==> config.mk <==
export PLATFORM = sky130hd
export DESIGN_NAME = psi5_frame_content
export DESIGN_NICKNAME = d
export VERILOG_FILES = /design/src/core/psi5_content_pkg.sv /design/src/core/psi5_frame_content.sv
export SDC_FILE = /design/constraint.sdc
export NUM_CORES = 1
export LEC_CHECK = 0
export BUFFER_PORTS_ARGS = -buffer_cell sky130_fd_sc_hd__buf_2
export CORE_UTILIZATION = 60
export CTS_BUF_LIST = sky130_fd_sc_hd__clkbuf_16
export CTS_CLUSTER_SIZE = 12
export DETAILED_ROUTE_END_ITERATION = 8
export HOLD_SLACK_MARGIN = 0.1
export PLACE_DENSITY = 0.84
export SLEW_MARGIN = 10
export SYNTH_ARGS = -nofsm -noshare
export SYNTH_HDL_FRONTEND = slang
export SYNTH_SLANG_ARGS = --single-unit
==> constraint.sdc <==
create_clock -name clk -period 4.4 [get_ports clk]
set_input_delay 0.88 -clock clk [delete_from_list [all_inputs] [get_ports clk]]
set_output_delay 0.88 -clock clk [all_outputs]
set_load 0.02 [all_outputs]
==> src/core/psi5_content_pkg.sv <==
// constants and carrier types for the psi5 frame content block
package psi5_content_pkg;

  localparam logic [7:0]  OFS_OUT_CFG    = 8'h00;
  localparam logic [7:0]  OFS_PROTO1     = 8'h04;
  localparam logic [7:0]  OFS_PROTO2     = 8'h08;
  localparam logic [7:0]  OFS_CTRL       = 8'h0c;
  localparam logic [7:0]  OFS_STATUS     = 8'h10;
  localparam logic [7:0]  OFS_ACTIVE_CFG = 8'h14;

  localparam logic [15:0] OUT_CFG_RST    = 16'h0000;
  localparam logic [15:0] PROTO1_RST     = 16'h0000;
  localparam logic [15:0] PROTO2_RST     = 16'h0000;

  localparam int BIT_CHANNELS   = 15;
  localparam int BIT_PARITY     = 14;
  localparam int BIT_SYNC       = 13;
  localparam int BIT_BAUD       = 12;
  localparam int BIT_CURRENT    = 11;
  localparam int BIT_STATUS_EN  = 10;
  localparam int BIT_ERR_STATUS = 9;
  localparam int BIT_THIRD_SLOT = 8;
  localparam int RATE_HI        = 7;
  localparam int RATE_LO        = 6;
  localparam int NIB_HI         = 5;
  localparam int NIB_LO         = 4;
  localparam int PAD_HI         = 3;
  localparam int PAD_LO         = 0;
  localparam int REP_HI         = 15;
  localparam int REP_LO         = 9;
  localparam int BIT_DETAIL_SEL = 7;
  localparam int CTRL_RUN       = 0;
  localparam int CTRL_PH3_EN    = 1;

  localparam logic [9:0]  CODE_READY  = 10'h1e7;
  localparam logic [9:0]  CODE_DEFECT = 10'h1f4;
  localparam logic [4:0]  PAD_BASE    = 5'h09;
  localparam logic [4:0]  PH3_WIDTH   = 5'h10;

  localparam int CLK_HZ       = 125_000_000;
  localparam int BAUD_LO_BPS  = 125_000;
  localparam int BAUD_HI_BPS  = 189_000;
  localparam int BIT_CYC_LO   = CLK_HZ / BAUD_LO_BPS;
  localparam int BIT_CYC_HI   = CLK_HZ / BAUD_HI_BPS;
  localparam int PERIOD0_US   = 1000;
  localparam int PERIOD1_US   = 500;
  localparam int PERIOD2_US   = 300;
  localparam int PERIOD3_US   = 250;
  localparam int CYC_PER_US   = CLK_HZ / 1_000_000;

  typedef struct packed {
    logic       over_temp;
    logic       under_volt;
    logic       over_volt;
    logic       magnet_lost;
    logic       clipping;
    logic       memory_err;
  } diag_t;

  typedef struct packed {
    logic [23:0] data;
    logic [4:0]  width;
    logic [1:0]  slot;
    logic        is_speed;
    logic        phase3;
    logic        status_en;
    logic        frame_error_flag;
    logic        parity_sel;
  } frame_t;

  typedef struct packed {
    logic        baud_hi;
    logic        current_double;
    logic        sync_mode;
    logic [2:0]  nibble_reps;
  } line_cfg_t;

endpackage : psi5_content_pkg

==> src/core/psi5_frame_content.sv <==
// psi5 frame content builder with output configuration registers
//
// Decided for this implementation: the address map and the plain strobed port.
module psi5_frame_content
  import psi5_content_pkg::*;
#(
  parameter int PERIOD0_CYC = PERIOD0_US * CYC_PER_US,
  parameter int PERIOD1_CYC = PERIOD1_US * CYC_PER_US,
  parameter int PERIOD2_CYC = PERIOD2_US * CYC_PER_US,
  parameter int PERIOD3_CYC = PERIOD3_US * CYC_PER_US
)
(
  input  wire logic        clk,
  input  wire logic        sys_rst,
  input  wire logic [7:0]  addr,
  input  wire logic [15:0] wdata,
  input  wire logic        wr_stb,
  input  wire logic        rd_stb,
  output logic      [15:0] rdata,
  input  wire logic [15:0] position_data,
  input  wire logic [15:0] speed_data,
  input  wire diag_t       diag_flags,
  input  wire logic        sync_pin,
  output frame_t           frame,
  output logic             frame_valid,
  output line_cfg_t        line_cfg,
  output logic             bit_tick
);

  localparam int PW = 18;

  initial
  begin
    // a three-slot group must end before the next period expires
    if (PERIOD0_CYC < 4 || PERIOD1_CYC < 4 || PERIOD2_CYC < 4 || PERIOD3_CYC < 4)
      $error("period counts must be at least four cycles");
    if (BIT_CYC_LO > 1024 || BIT_CYC_HI > 1024 || BIT_CYC_HI < 2)
      $error("bit period counts do not fit the bit counter");
    if (CYC_PER_US < 1)
      $error("clock too slow for the period counts");
    if (PERIOD0_CYC >= (1 << PW) || PERIOD1_CYC >= (1 << PW) ||
        PERIOD2_CYC >= (1 << PW) || PERIOD3_CYC >= (1 << PW))
      $error("period counts exceed the period counter width");
  end

  typedef enum logic [1:0] {ST_IDLE, ST_WAIT, ST_EMIT} state_t;

  // software-written registers
  logic [15:0] out_cfg_r;
  logic [15:0] proto1_r;
  logic [15:0] proto2_r;
  logic [1:0]  ctrl_r;
  // copies taken every cycle outside emission, held while a group is emitted
  logic [15:0] act_cfg_r;
  logic        act_detail_r;

  state_t      state_r;
  state_t      state_nxt;
  logic        ph3_r;
  logic [8:0]  ph3_left_r;
  logic [1:0]  slot_r;
  logic [PW-1:0] period_cnt_r;
  logic [9:0]  bit_cnt_r;
  logic        sync_m_r;
  logic        sync_s_r;
  logic        sync_d_r;
  logic        run_d_r;

  logic [15:0] rdata_r;
  frame_t      frame_r;
  logic        frame_valid_r;
  line_cfg_t   line_cfg_r;
  logic        bit_tick_r;

  // register decode
  wire         wr_out_cfg = wr_stb && (addr == OFS_OUT_CFG);
  wire         wr_proto1  = wr_stb && (addr == OFS_PROTO1);
  wire         wr_proto2  = wr_stb && (addr == OFS_PROTO2);
  wire         wr_ctrl    = wr_stb && (addr == OFS_CTRL);
  wire  [15:0] status_word = {2'b00, ph3_left_r, ph3_r, slot_r, state_r};
  wire  [15:0] rd_mux =
      (addr == OFS_OUT_CFG)    ? out_cfg_r :
      (addr == OFS_PROTO1)     ? proto1_r :
      (addr == OFS_PROTO2)     ? proto2_r :
      (addr == OFS_CTRL)       ? {14'h0000, ctrl_r} :
      (addr == OFS_STATUS)     ? status_word :
      (addr == OFS_ACTIVE_CFG) ? act_cfg_r : 16'h0000;

  // triggers
  wire         run_en     = ctrl_r[CTRL_RUN];
  wire         run_rise   = run_en && !run_d_r;
  wire         sync_edge  = sync_s_r && !sync_d_r;
  wire         sync_mode  = act_cfg_r[BIT_SYNC];
  wire         period_hit = (period_cnt_r == '0);
  wire         trigger    = sync_mode ? sync_edge : period_hit;

  wire  [1:0]  rate_code  = act_cfg_r[RATE_HI:RATE_LO];
  wire [PW-1:0] period_load =
      (rate_code == 2'b00) ? PW'(PERIOD0_CYC - 1) :
      (rate_code == 2'b01) ? PW'(PERIOD1_CYC - 1) :
      (rate_code == 2'b10) ? PW'(PERIOD2_CYC - 1) : PW'(PERIOD3_CYC - 1);

  wire  [9:0]  bit_load   = out_cfg_r[BIT_BAUD] ? 10'(BIT_CYC_HI - 1) : 10'(BIT_CYC_LO - 1);
  wire         bit_hit    = (bit_cnt_r == 10'h000);

  wire         two_ch     = act_cfg_r[BIT_CHANNELS];
  wire         third      = act_cfg_r[BIT_THIRD_SLOT];
  wire  [1:0]  last_slot  = ph3_r ? 2'd0 : (!two_ch ? 2'd0 : (third ? 2'd2 : 2'd1));
  wire         slot_speed = two_ch && !ph3_r && (third ? (slot_r == 2'd2) : (slot_r == 2'd1));

  // padded data region width and mask
  wire  [4:0]  region_w   = PAD_BASE + {1'b0, act_cfg_r[PAD_HI:PAD_LO]};
  wire  [23:0] region_msk = ~(24'hffffff >> region_w);

  wire         fault      = |diag_flags;
  // diagnosis flags in fixed order below the code
  wire  [5:0]  diag_bits  = {diag_flags.over_temp, diag_flags.under_volt,
                             diag_flags.over_volt, diag_flags.magnet_lost,
                             diag_flags.clipping, diag_flags.memory_err};
  // msb-justified layout; mask drops flags that do not fit
  wire  [23:0] err_word   = {CODE_DEFECT, diag_bits, 8'h00} & region_msk;
  wire  [15:0] chan_val   = slot_speed ? speed_data : position_data;
  wire  [23:0] data_word  = {chan_val, 8'h00} & region_msk;

  wire  [5:0]  ph3_low    = act_detail_r ? (fault ? diag_bits : 6'h00)
                                         : (fault ? 6'h00 : 6'h3f);
  wire  [23:0] ph3_word   = {(fault ? CODE_DEFECT : CODE_READY), ph3_low, 8'h00};

  // repeat count is twice the field plus two
  wire  [8:0]  ph3_total  = {proto1_r[REP_HI:REP_LO], 1'b0} + 9'd1;

  // status bit carries errors only when enabled, except in phase three where it always follows the fault
  wire         stat_err   = act_cfg_r[BIT_ERR_STATUS] && fault;

  frame_t      frame_nxt;
  always_comb
  begin
    frame_nxt                  = frame_r;
    frame_nxt.slot             = slot_r;
    frame_nxt.is_speed         = slot_speed;
    frame_nxt.phase3           = ph3_r;
    frame_nxt.parity_sel       = act_cfg_r[BIT_PARITY];
    if (ph3_r)
    begin
      // error flag with sixteen-bit status message
      frame_nxt.data             = ph3_word;
      frame_nxt.width            = PH3_WIDTH;
      frame_nxt.status_en        = 1'b1;
      frame_nxt.frame_error_flag = fault;
    end
    else
    begin
      frame_nxt.data             = fault ? err_word : data_word;
      frame_nxt.width            = region_w;
      frame_nxt.status_en        = act_cfg_r[BIT_STATUS_EN];
      frame_nxt.frame_error_flag = act_cfg_r[BIT_STATUS_EN] && stat_err;
    end
  end

  always_comb
  begin
    state_nxt = state_r;
    case (state_r)
      ST_IDLE:
        if (run_rise)
          state_nxt = ST_WAIT;
      ST_WAIT:
        if (!run_en)
          state_nxt = ST_IDLE;
        else if (trigger)
          state_nxt = ST_EMIT;
      ST_EMIT:
        if (slot_r == last_slot)
          state_nxt = run_en ? ST_WAIT : ST_IDLE;
      default:
        state_nxt = ST_IDLE;
    endcase
  end

  // register file
  always_ff @(posedge clk)
  begin
    if (sys_rst)
    begin
      out_cfg_r <= OUT_CFG_RST;
      proto1_r  <= PROTO1_RST;
      proto2_r  <= PROTO2_RST;
      ctrl_r    <= 2'b00;
    end
    else
    begin
      if (wr_out_cfg)
        out_cfg_r <= wdata;
      if (wr_proto1)
        proto1_r <= wdata;
      if (wr_proto2)
        proto2_r <= wdata;
      if (wr_ctrl)
        ctrl_r <= wdata[1:0];
    end
  end

  // read data stands one cycle, zero otherwise
  always_ff @(posedge clk)
  begin
    if (sys_rst)
      rdata_r <= 16'h0000;
    else
      rdata_r <= rd_stb ? rd_mux : 16'h0000;
  end

  // sync pin passes two flops, edge taken after the second
  always_ff @(posedge clk)
  begin
    if (sys_rst)
    begin
      sync_m_r <= 1'b0;
      sync_s_r <= 1'b0;
      sync_d_r <= 1'b0;
    end
    else
    begin
      sync_m_r <= sync_pin;
      sync_s_r <= sync_m_r;
      sync_d_r <= sync_s_r;
    end
  end

  // run bit history for the start edge
  always_ff @(posedge clk)
  begin
    if (sys_rst)
      run_d_r <= 1'b0;
    else
      run_d_r <= run_en;
  end

  // bit clock enable, takes the written rate at its next reload
  always_ff @(posedge clk)
  begin
    if (sys_rst)
    begin
      bit_cnt_r  <= 10'h000;
      bit_tick_r <= 1'b0;
    end
    else
    begin
      bit_cnt_r  <= bit_hit ? bit_load : bit_cnt_r - 10'd1;
      bit_tick_r <= bit_hit;
    end
  end

  always_ff @(posedge clk)
  begin
    if (sys_rst)
      period_cnt_r <= '0;
    // runs on through emission so frames sit exactly one period apart
    else if (state_r == ST_IDLE || period_hit)
      period_cnt_r <= period_load;
    else
      period_cnt_r <= period_cnt_r - PW'(1);
  end

  // group boundaries
  wire         emit_now   = (state_r == ST_EMIT);
  wire         emit_last  = emit_now && (slot_r == last_slot);
  wire         run_start  = (state_r == ST_IDLE) && run_rise;
  wire         ph3_done   = (ph3_left_r == 9'd0);

  // state and slot counter
  always_ff @(posedge clk)
  begin
    if (sys_rst)
    begin
      state_r <= ST_IDLE;
      slot_r  <= 2'd0;
    end
    else
    begin
      state_r <= state_nxt;
      if (emit_last)
        slot_r <= 2'd0;
      else if (emit_now)
        slot_r <= slot_r + 2'd1;
    end
  end

  always_ff @(posedge clk)
  begin
    if (sys_rst)
    begin
      act_cfg_r    <= OUT_CFG_RST;
      act_detail_r <= 1'b0;
    end
    else if (!emit_now)
    begin
      act_cfg_r    <= out_cfg_r;
      act_detail_r <= proto2_r[BIT_DETAIL_SEL];
    end
  end

  always_ff @(posedge clk)
  begin
    if (sys_rst)
    begin
      ph3_r      <= 1'b0;
      ph3_left_r <= 9'd0;
    end
    else if (run_start)
    begin
      ph3_r      <= ctrl_r[CTRL_PH3_EN];
      ph3_left_r <= ph3_total;
    end
    else if (emit_last && ph3_r)
    begin
      // stays at zero so the status word does not wrap
      ph3_left_r <= ph3_done ? 9'd0 : ph3_left_r - 9'd1;
      if (ph3_done)
        ph3_r <= 1'b0;
    end
  end

  // frame output
  always_ff @(posedge clk)
  begin
    if (sys_rst)
    begin
      frame_r       <= '0;
      frame_valid_r <= 1'b0;
    end
    else
    begin
      frame_valid_r <= emit_now;
      if (emit_now)
        frame_r <= frame_nxt;
    end
  end

  // line settings follow the active copy
  always_ff @(posedge clk)
  begin
    if (sys_rst)
      line_cfg_r <= '0;
    else
    begin
      line_cfg_r.baud_hi        <= act_cfg_r[BIT_BAUD];
      line_cfg_r.current_double <= act_cfg_r[BIT_CURRENT];
      line_cfg_r.sync_mode      <= act_cfg_r[BIT_SYNC];
      line_cfg_r.nibble_reps    <= {1'b0, act_cfg_r[NIB_HI:NIB_LO]} + 3'd1;
    end
  end

  assign rdata       = rdata_r;
  assign frame       = frame_r;
  assign frame_valid = frame_valid_r;
  assign line_cfg    = line_cfg_r;
  assign bit_tick    = bit_tick_r;

endmodule : psi5_frame_content

Word level (Yosys, flattened, before mapping)
Cells that the tools add are included.

operators by class
  shifts and indexed selects = 1
  eq/ne operators = 15
  add/sub/neg operators = 7
  muxes and demuxes = 37
  bitwise logic cells = 4
  reductions and logical operators = 30

operator list
  kind                                                 number
  two-way mux 16 bit                                   9
  two-way mux 9 bit                                    4
  two-way mux 29 bit                                   1
  bitwise AND 23 x 24 -> 24 bit                        1
  bitwise AND 24 bit                                   1
  two-way mux 24 bit                                   1
  NOT 24 bit                                           1
  right shift 24 x 5 -> 24 bit, first input constant   1
  zero test 18 bit                                     1
  two-way mux 18 bit                                   1
  two-way mux 6 bit                                    3
  subtractor 18 x 1 -> 18 bit, second input constant   1
  two-way mux 17 bit                                   1
  equality test 8 x 4 -> 1 bit, second input constant  2
  equality test 8 x 5 -> 1 bit, second input constant  2
  two-way mux 2 bit                                    8
  logical AND 1 bit                                    13
  zero test 10 bit                                     1
  two-way mux 10 bit                                   1
  subtractor 10 x 1 -> 10 bit, second input constant   1
  adder 8 x 1 -> 9 bit, second input constant          1
  zero test 9 bit                                      1
  subtractor 9 x 1 -> 9 bit, second input constant     1
  equality test 8 x 3 -> 1 bit, second input constant  1
  22 further kinds                                     36

storage, ports and cells
  logic and storage cells = 125
  output and inout bits = 60
  register bits = 173

Logic depth before layout (Yosys ltp)
  word-level depth = 8
  gate-level depth with buffers = 7

Worst setup path before layout
Ideal clock, no wire load.

  path kind = input to register
  start point = input addr[1]
  end point = register proto1_r[10]
  arrival time = 2.459 ns
  slack = 1.814 ns
  stages = 5
  path through = nor4b_1 > nand3_1 > clkbuf_1 > mux2i_1 > nor2_1

between the ends
  word-level cells in the longest chain between the ends = 2

ends and longest elaborated chain
  what                          line                       source
  start: declaration            psi5_frame_content.sv:15   input wire logic [7:0] addr,
  equality test 8 x 3 -> 1 bit  psi5_frame_content.sv:77   wire wr_proto1 = wr_stb && (addr == OFS_PROTO1);
  logical AND 1 bit             psi5_frame_content.sv:77
  end signal: assignment        psi5_frame_content.sv:195  proto1_r <= wdata;
  end: declaration              psi5_frame_content.sv:50   logic [15:0] proto1_r;

No other way between the ends.
A chain may end at the register's enable or synchronous reset.

Final worst setup path
  start point = input diag_flags[0] (netlist bit)
  end point = register frame_r (netlist bit frame[21])

between the ends
  word-level cells in the longest chain between the ends = 4
  elaborated cells between the ends (all ways) = 6

ends and longest elaborated chain
  what                                  line                                                  source
  start: declaration                    psi5_frame_content.sv:22                              input wire diag_t diag_flags,
  OR reduction 6 bit *                  psi5_frame_content.sv:115                             wire fault = |diag_flags;
  two-way mux 6 bit (on tied branches)  psi5_frame_content.sv:126, psi5_frame_content.sv:125
  two-way mux 6 bit                     psi5_frame_content.sv:125                             wire [5:0] ph3_low = act_detail_r ? (fault ? diag_bits : 6'h00)
  two-way mux 29 bit *                  psi5_frame_content.sv:143                             if (ph3_r)
  end signal: assignment                psi5_frame_content.sv:335                             frame_r <= frame_nxt;
  end: declaration                      psi5_frame_content.sv:70                              frame_t frame_r;

Mark *: on every way between the ends. The rest lies on a longest branch, timed or not.

==> impl_results.rst <==
.. list-table::
   :header-rows: 1

   * - Metric
     - Value
   * - Total via count after detailed routing
     - about 7100
   * - I/O Buffers
     - 118
   * - Max Clk Rate
     - between 300 and 400 MHz
   * - Std-Cell Rows
     - 40
   * - # setup viols final
     - 0
   * - Number of sinks on the clock net
     - 165
   * - Count leader, synth
     - sky130_fd_sc_hd__dfxtp_1
   * - Post-synthesis area per instance
     - between 8 and 9 µm²
   * - Mux contribution to synthesized area
     - 0.0867
   * - Largest voltage drop on the vdd net
     - between 0.3 and 0.4 mV
   * - Time the worst path needs with I/O delays and setup
     - 2.66 ns
   * - Critical path's top delay family
     - simple AND/OR/NAND/NOR gates
   * - Post-cts hold buffer count
     - 0
   * - Met2 WL post-DR
     - ~9.4 mm
   * - Finished Cell Area
     - 8820 µm²
   * - Post-route core utilization
     - 0.723
   * - Final ANT Viol Nets
     - 0
   * - Worst-case headroom to the max-slew limit
     - 0.289
   * - I/O Pins
     - around 130
   * - Number of unique standard cell types used by synthesis
     - 70
   * - Routability-driven placement congestion ratio
     - between 0.9 and 1
   * - Unrepaired setup endpoints after global routing
     - false
   * - Worst Tran Pin Value
     - between 1 and 1.5 ns
   * - Total DRC errors in the routed layout
     - 0
   * - Flop and latch count out of synthesis
     - roughly 170
   * - Count of TritonRoute iterations in the first routing pass
     - 9
   * - Gate Count Post-Synth
     - approximately 900
   * - Share of synthesized cell area in full adder, half adder and majority cells
     - 0.0213
   * - Chip Width
     - roughly 110 µm
   * - Met3 Routed Length
     - 1.87 mm
   * - Layout cell share with drive strength beyond 1
     - 0.179
   * - Arrival time at the worst endpoint
     - between 3 and 4 ns
   * - Classification of the worst setup path
     - in2reg
   * - Sequential cell area fraction in the yosys report
     - 0.433
   * - Final-stage net count
     - about 1100
   * - Post-CTS setup repair buffer count
     - 0
   * - Final hold violation count
     - 0
   * - Maximum count of clock buffers along a single path
     - 2
   * - CTS HTree Levels
     - 4
   * - Power density of the placed cells
     - 368 nW/µm²
   * - Synth Area in Compound Gates
     - 0.187
   * - Cell area after synthesis
     - roughly 7600 µm²
   * - First-pass GRT wire length
     - ~33 mm
   * - Vias per inst
     - just over 6
   * - Residual overflow from global routing
     - 0
   * - Final critical-path share of the clock period
     - 0.603
   * - Global router's overall resource usage
     - 0.323
   * - Pins over their slew limit
     - 0
   * - Type of destination of the critical path
     - flop
   * - TritonCTS Buffers
     - 17
   * - Number of synthesis warnings
     - 0
   * - DR iter-0 viols
     - between 800 and 900
   * - Gates resized, CTS repair
     - 0
   * - Total leakage power
     - about 3.7 nW
   * - Highest metal used
     - met4
   * - Required @ worst endpoint
     - around 4.8 ns
   * - Total power
     - roughly 0.0032 W
   * - Clock transition at the registers of the reported paths
     - roughly 0.060 ns
   * - Antenna violations before repair
     - 0
   * - Largest incremental delay on the critical path
     - around 0.71 ns
   * - Die Height
     - about 110 µm
   * - Crit path buffers/inverters
     - 1
   * - Worst Hold Class
     - reg2reg
   * - WL met1
     - between 8 and 9 mm
   * - Post-Synth XOR/XNOR Area
     - 0.0195
   * - Sum of routed wire length over all layers
     - 20.5 mm
   * - Library cell with the largest summed area after synthesis
     - sky130_fd_sc_hd__dfxtp_1
   * - Setup crit start kind
     - primary input
   * - Top-area cell type share of the netlist area
     - 0.433
   * - Synthesized-area fraction occupied by and/or/nand/nor cells
     - 0.206
   * - Starting density of the core
     - 0.625
   * - Critical Path Slowest Stage Cell
     - sky130_fd_sc_hd__nor3_1
   * - Setup TNS
     - 0 ns
   * - Top cell types by occurrence after synthesis
     - sky130_fd_sc_hd__dfxtp_1, sky130_fd_sc_hd__nor2_1, sky130_fd_sc_hd__nand2_1
   * - CTS root buf
     - sky130_fd_sc_hd__clkbuf_16
   * - Critical Path, Cell by Cell
     - buf_2 > or4_1 > nor3_1 > o311ai_0 > a31oi_1
   * - Clk_skew
     - between 0.009 and 0.01 ns
   * - Number of enable flip-flop cells after synthesis
     - 0
   * - Die footprint
     - 13200 µm²
   * - Layout area overhead
     - 15.5%
   * - Dominant cells by area after synthesis
     - sky130_fd_sc_hd__dfxtp_1, sky130_fd_sc_hd__mux2i_1, sky130_fd_sc_hd__nor2_1
   * - Result of the run
     - finished, final reports clean
   * - Largest family of logic cells by synthesized area
     - simple AND/OR/NAND/NOR gates
   * - WL/cell
     - around 18 µm
   * - Worst-Skew Late Latency
     - between 0.4 and 0.5 ns
   * - Maximum number of pins on one net before global-route repair
     - between 70 and 80
   * - Ant diodes
     - 0
   * - Vias in the first global route
     - 6506
   * - CP max FO
     - 7
   * - Predominant post-synthesis flop cell
     - sky130_fd_sc_hd__dfxtp_1
   * - Hpwl dp
     - 13.7 mm
   * - Area post-placement
     - between 8000 and 9000 µm²
   * - CTS tree
     - yes
   * - Placeable core region
     - ~12000 µm²
   * - Max Cap Viol
     - 0
   * - Fraction of registers with async set/reset
     - 0
-- kinds of logic (layout without fill, tap and decap cells) --
family                     Yosys count  in the layout
AOI/OAI and AO/OA                  219            219
xor gates and xnor gates            17             17
and+or+nand+nor                    314            314
adders and majority gates           13             13
buffers and inverters               85            180
DFF                                165            165
muxes                               66             66
other                                1              8
-- flip-flops by register name (all words and copies together), names as in the netlist --
| name | count |
|---|---|
| frame | 28 |
| period_cnt_r | 18 |
| act_cfg_r | 16 |
| out_cfg_r | 16 |
| proto1_r | 16 |
| proto2_r | 16 |
| rdata | 16 |
| bit_cnt_r | 10 |
| ph3_left_r | 9 |
| line_cfg | 6 |
| ctrl_r | 2 |
| slot_r | 2 |
| state_r | 2 |
| act_detail_r | 1 |
| bit_tick | 1 |
| frame_valid | 1 |
| ph3_r | 1 |
| run_d_r | 1 |
| sync_d_r | 1 |
| sync_m_r | 1 |
| sync_s_r | 1 |
-- power by group --
part / internal, W / switching, W
registers: 0.00154 / 0.0000410
clock network: 0.000768 / 0.000601
logic: 0.000129 / 0.000167
total: 0.00244 / 0.000809
-- final cells by class --
cell class,instances,area [µm²]
multi-input cells,637,4020
fillers,987,3390
flip-flops and latches,165,3300
repair buffers,129,676
clock buffers,17,425
well taps,168,210
clock inverters,14,116
inverters,20,75.1
-- layer usage --
metal,vias to the layer above,GRT usage
li1,3373,-
met1,3298,0.411
met2,371,0.507
met3,68,0.0944
met4,0,0.150
met5,-,0
-- metrics by stage --
step / instances / setup slack [ns] / hold slack (ns)
2_1_floorplan: 887 / 1.81 / 0.414
3_3_place_gp: 1119 / 1.47 / 0.433
3_5_place_dp: 1119 / 1.41 / 0.428
4_1_cts: 1150 / 1.75 / 0.454
5_1_grt: 1150 / 1.62 / 0.465
6_report: 1150 / 1.74 / 0.448
-- worst register-to-register path, cell delays in order (launching register included) --
cell,delay [ns]
sky130_fd_sc_hd__dfxtp_1,0.71
sky130_fd_sc_hd__or3b_2,0.53
sky130_fd_sc_hd__a21oi_2,0.81
sky130_fd_sc_hd__mux2i_1,0.19
sky130_fd_sc_hd__o311ai_0,0.30
-- worst paths after layout --
kind	start	to	slack, ns	depth (start not counted)
worst min-delay path	sync_m_r$_SDFF_PP0_	sync_s_r$_SDFF_PP0_	0.45	1
worst min register to register	sync_m_r$_SDFF_PP0_	sync_s_r$_SDFF_PP0_	0.45	1
worst max register to register	slot_r[0]$_SDFFE_PP0N_	frame[23]$_SDFFE_PP0N_	1.74	4
worst max-delay path	diag_flags[0]	frame[21]$_SDFFE_PP0N_	1.74	5
-- cell usage in the layout, fill, tap and decap left out, types with 8 or more instances in the layout --
cell and n:
sky130_fd_sc_hd__a21oi_1 64, sky130_fd_sc_hd__buf_2 117, sky130_fd_sc_hd__clkbuf_16 17, sky130_fd_sc_hd__nor4_1 9, sky130_fd_sc_hd__nand3_1 10, sky130_fd_sc_hd__xnor2_1 12, sky130_fd_sc_hd__nand2b_1 12, sky130_fd_sc_hd__a31oi_1 9
sky130_fd_sc_hd__dfxtp_1 165, sky130_fd_sc_hd__or2_2 8, sky130_fd_sc_hd__buf_4 12, sky130_fd_sc_hd__inv_1 21, sky130_fd_sc_hd__nor3_1 23, sky130_fd_sc_hd__ha_1 13, sky130_fd_sc_hd__nand2_1 80, sky130_fd_sc_hd__mux2i_1 65
sky130_fd_sc_hd__nor2_1 93, sky130_fd_sc_hd__nor2b_1 15, sky130_fd_sc_hd__a22oi_1 9, sky130_fd_sc_hd__o21ai_0 58, sky130_fd_sc_hd__conb_1 8, sky130_fd_sc_hd__a222oi_1 13, sky130_fd_sc_hd__or3_1 13
(Power assumes the default switching activity.)
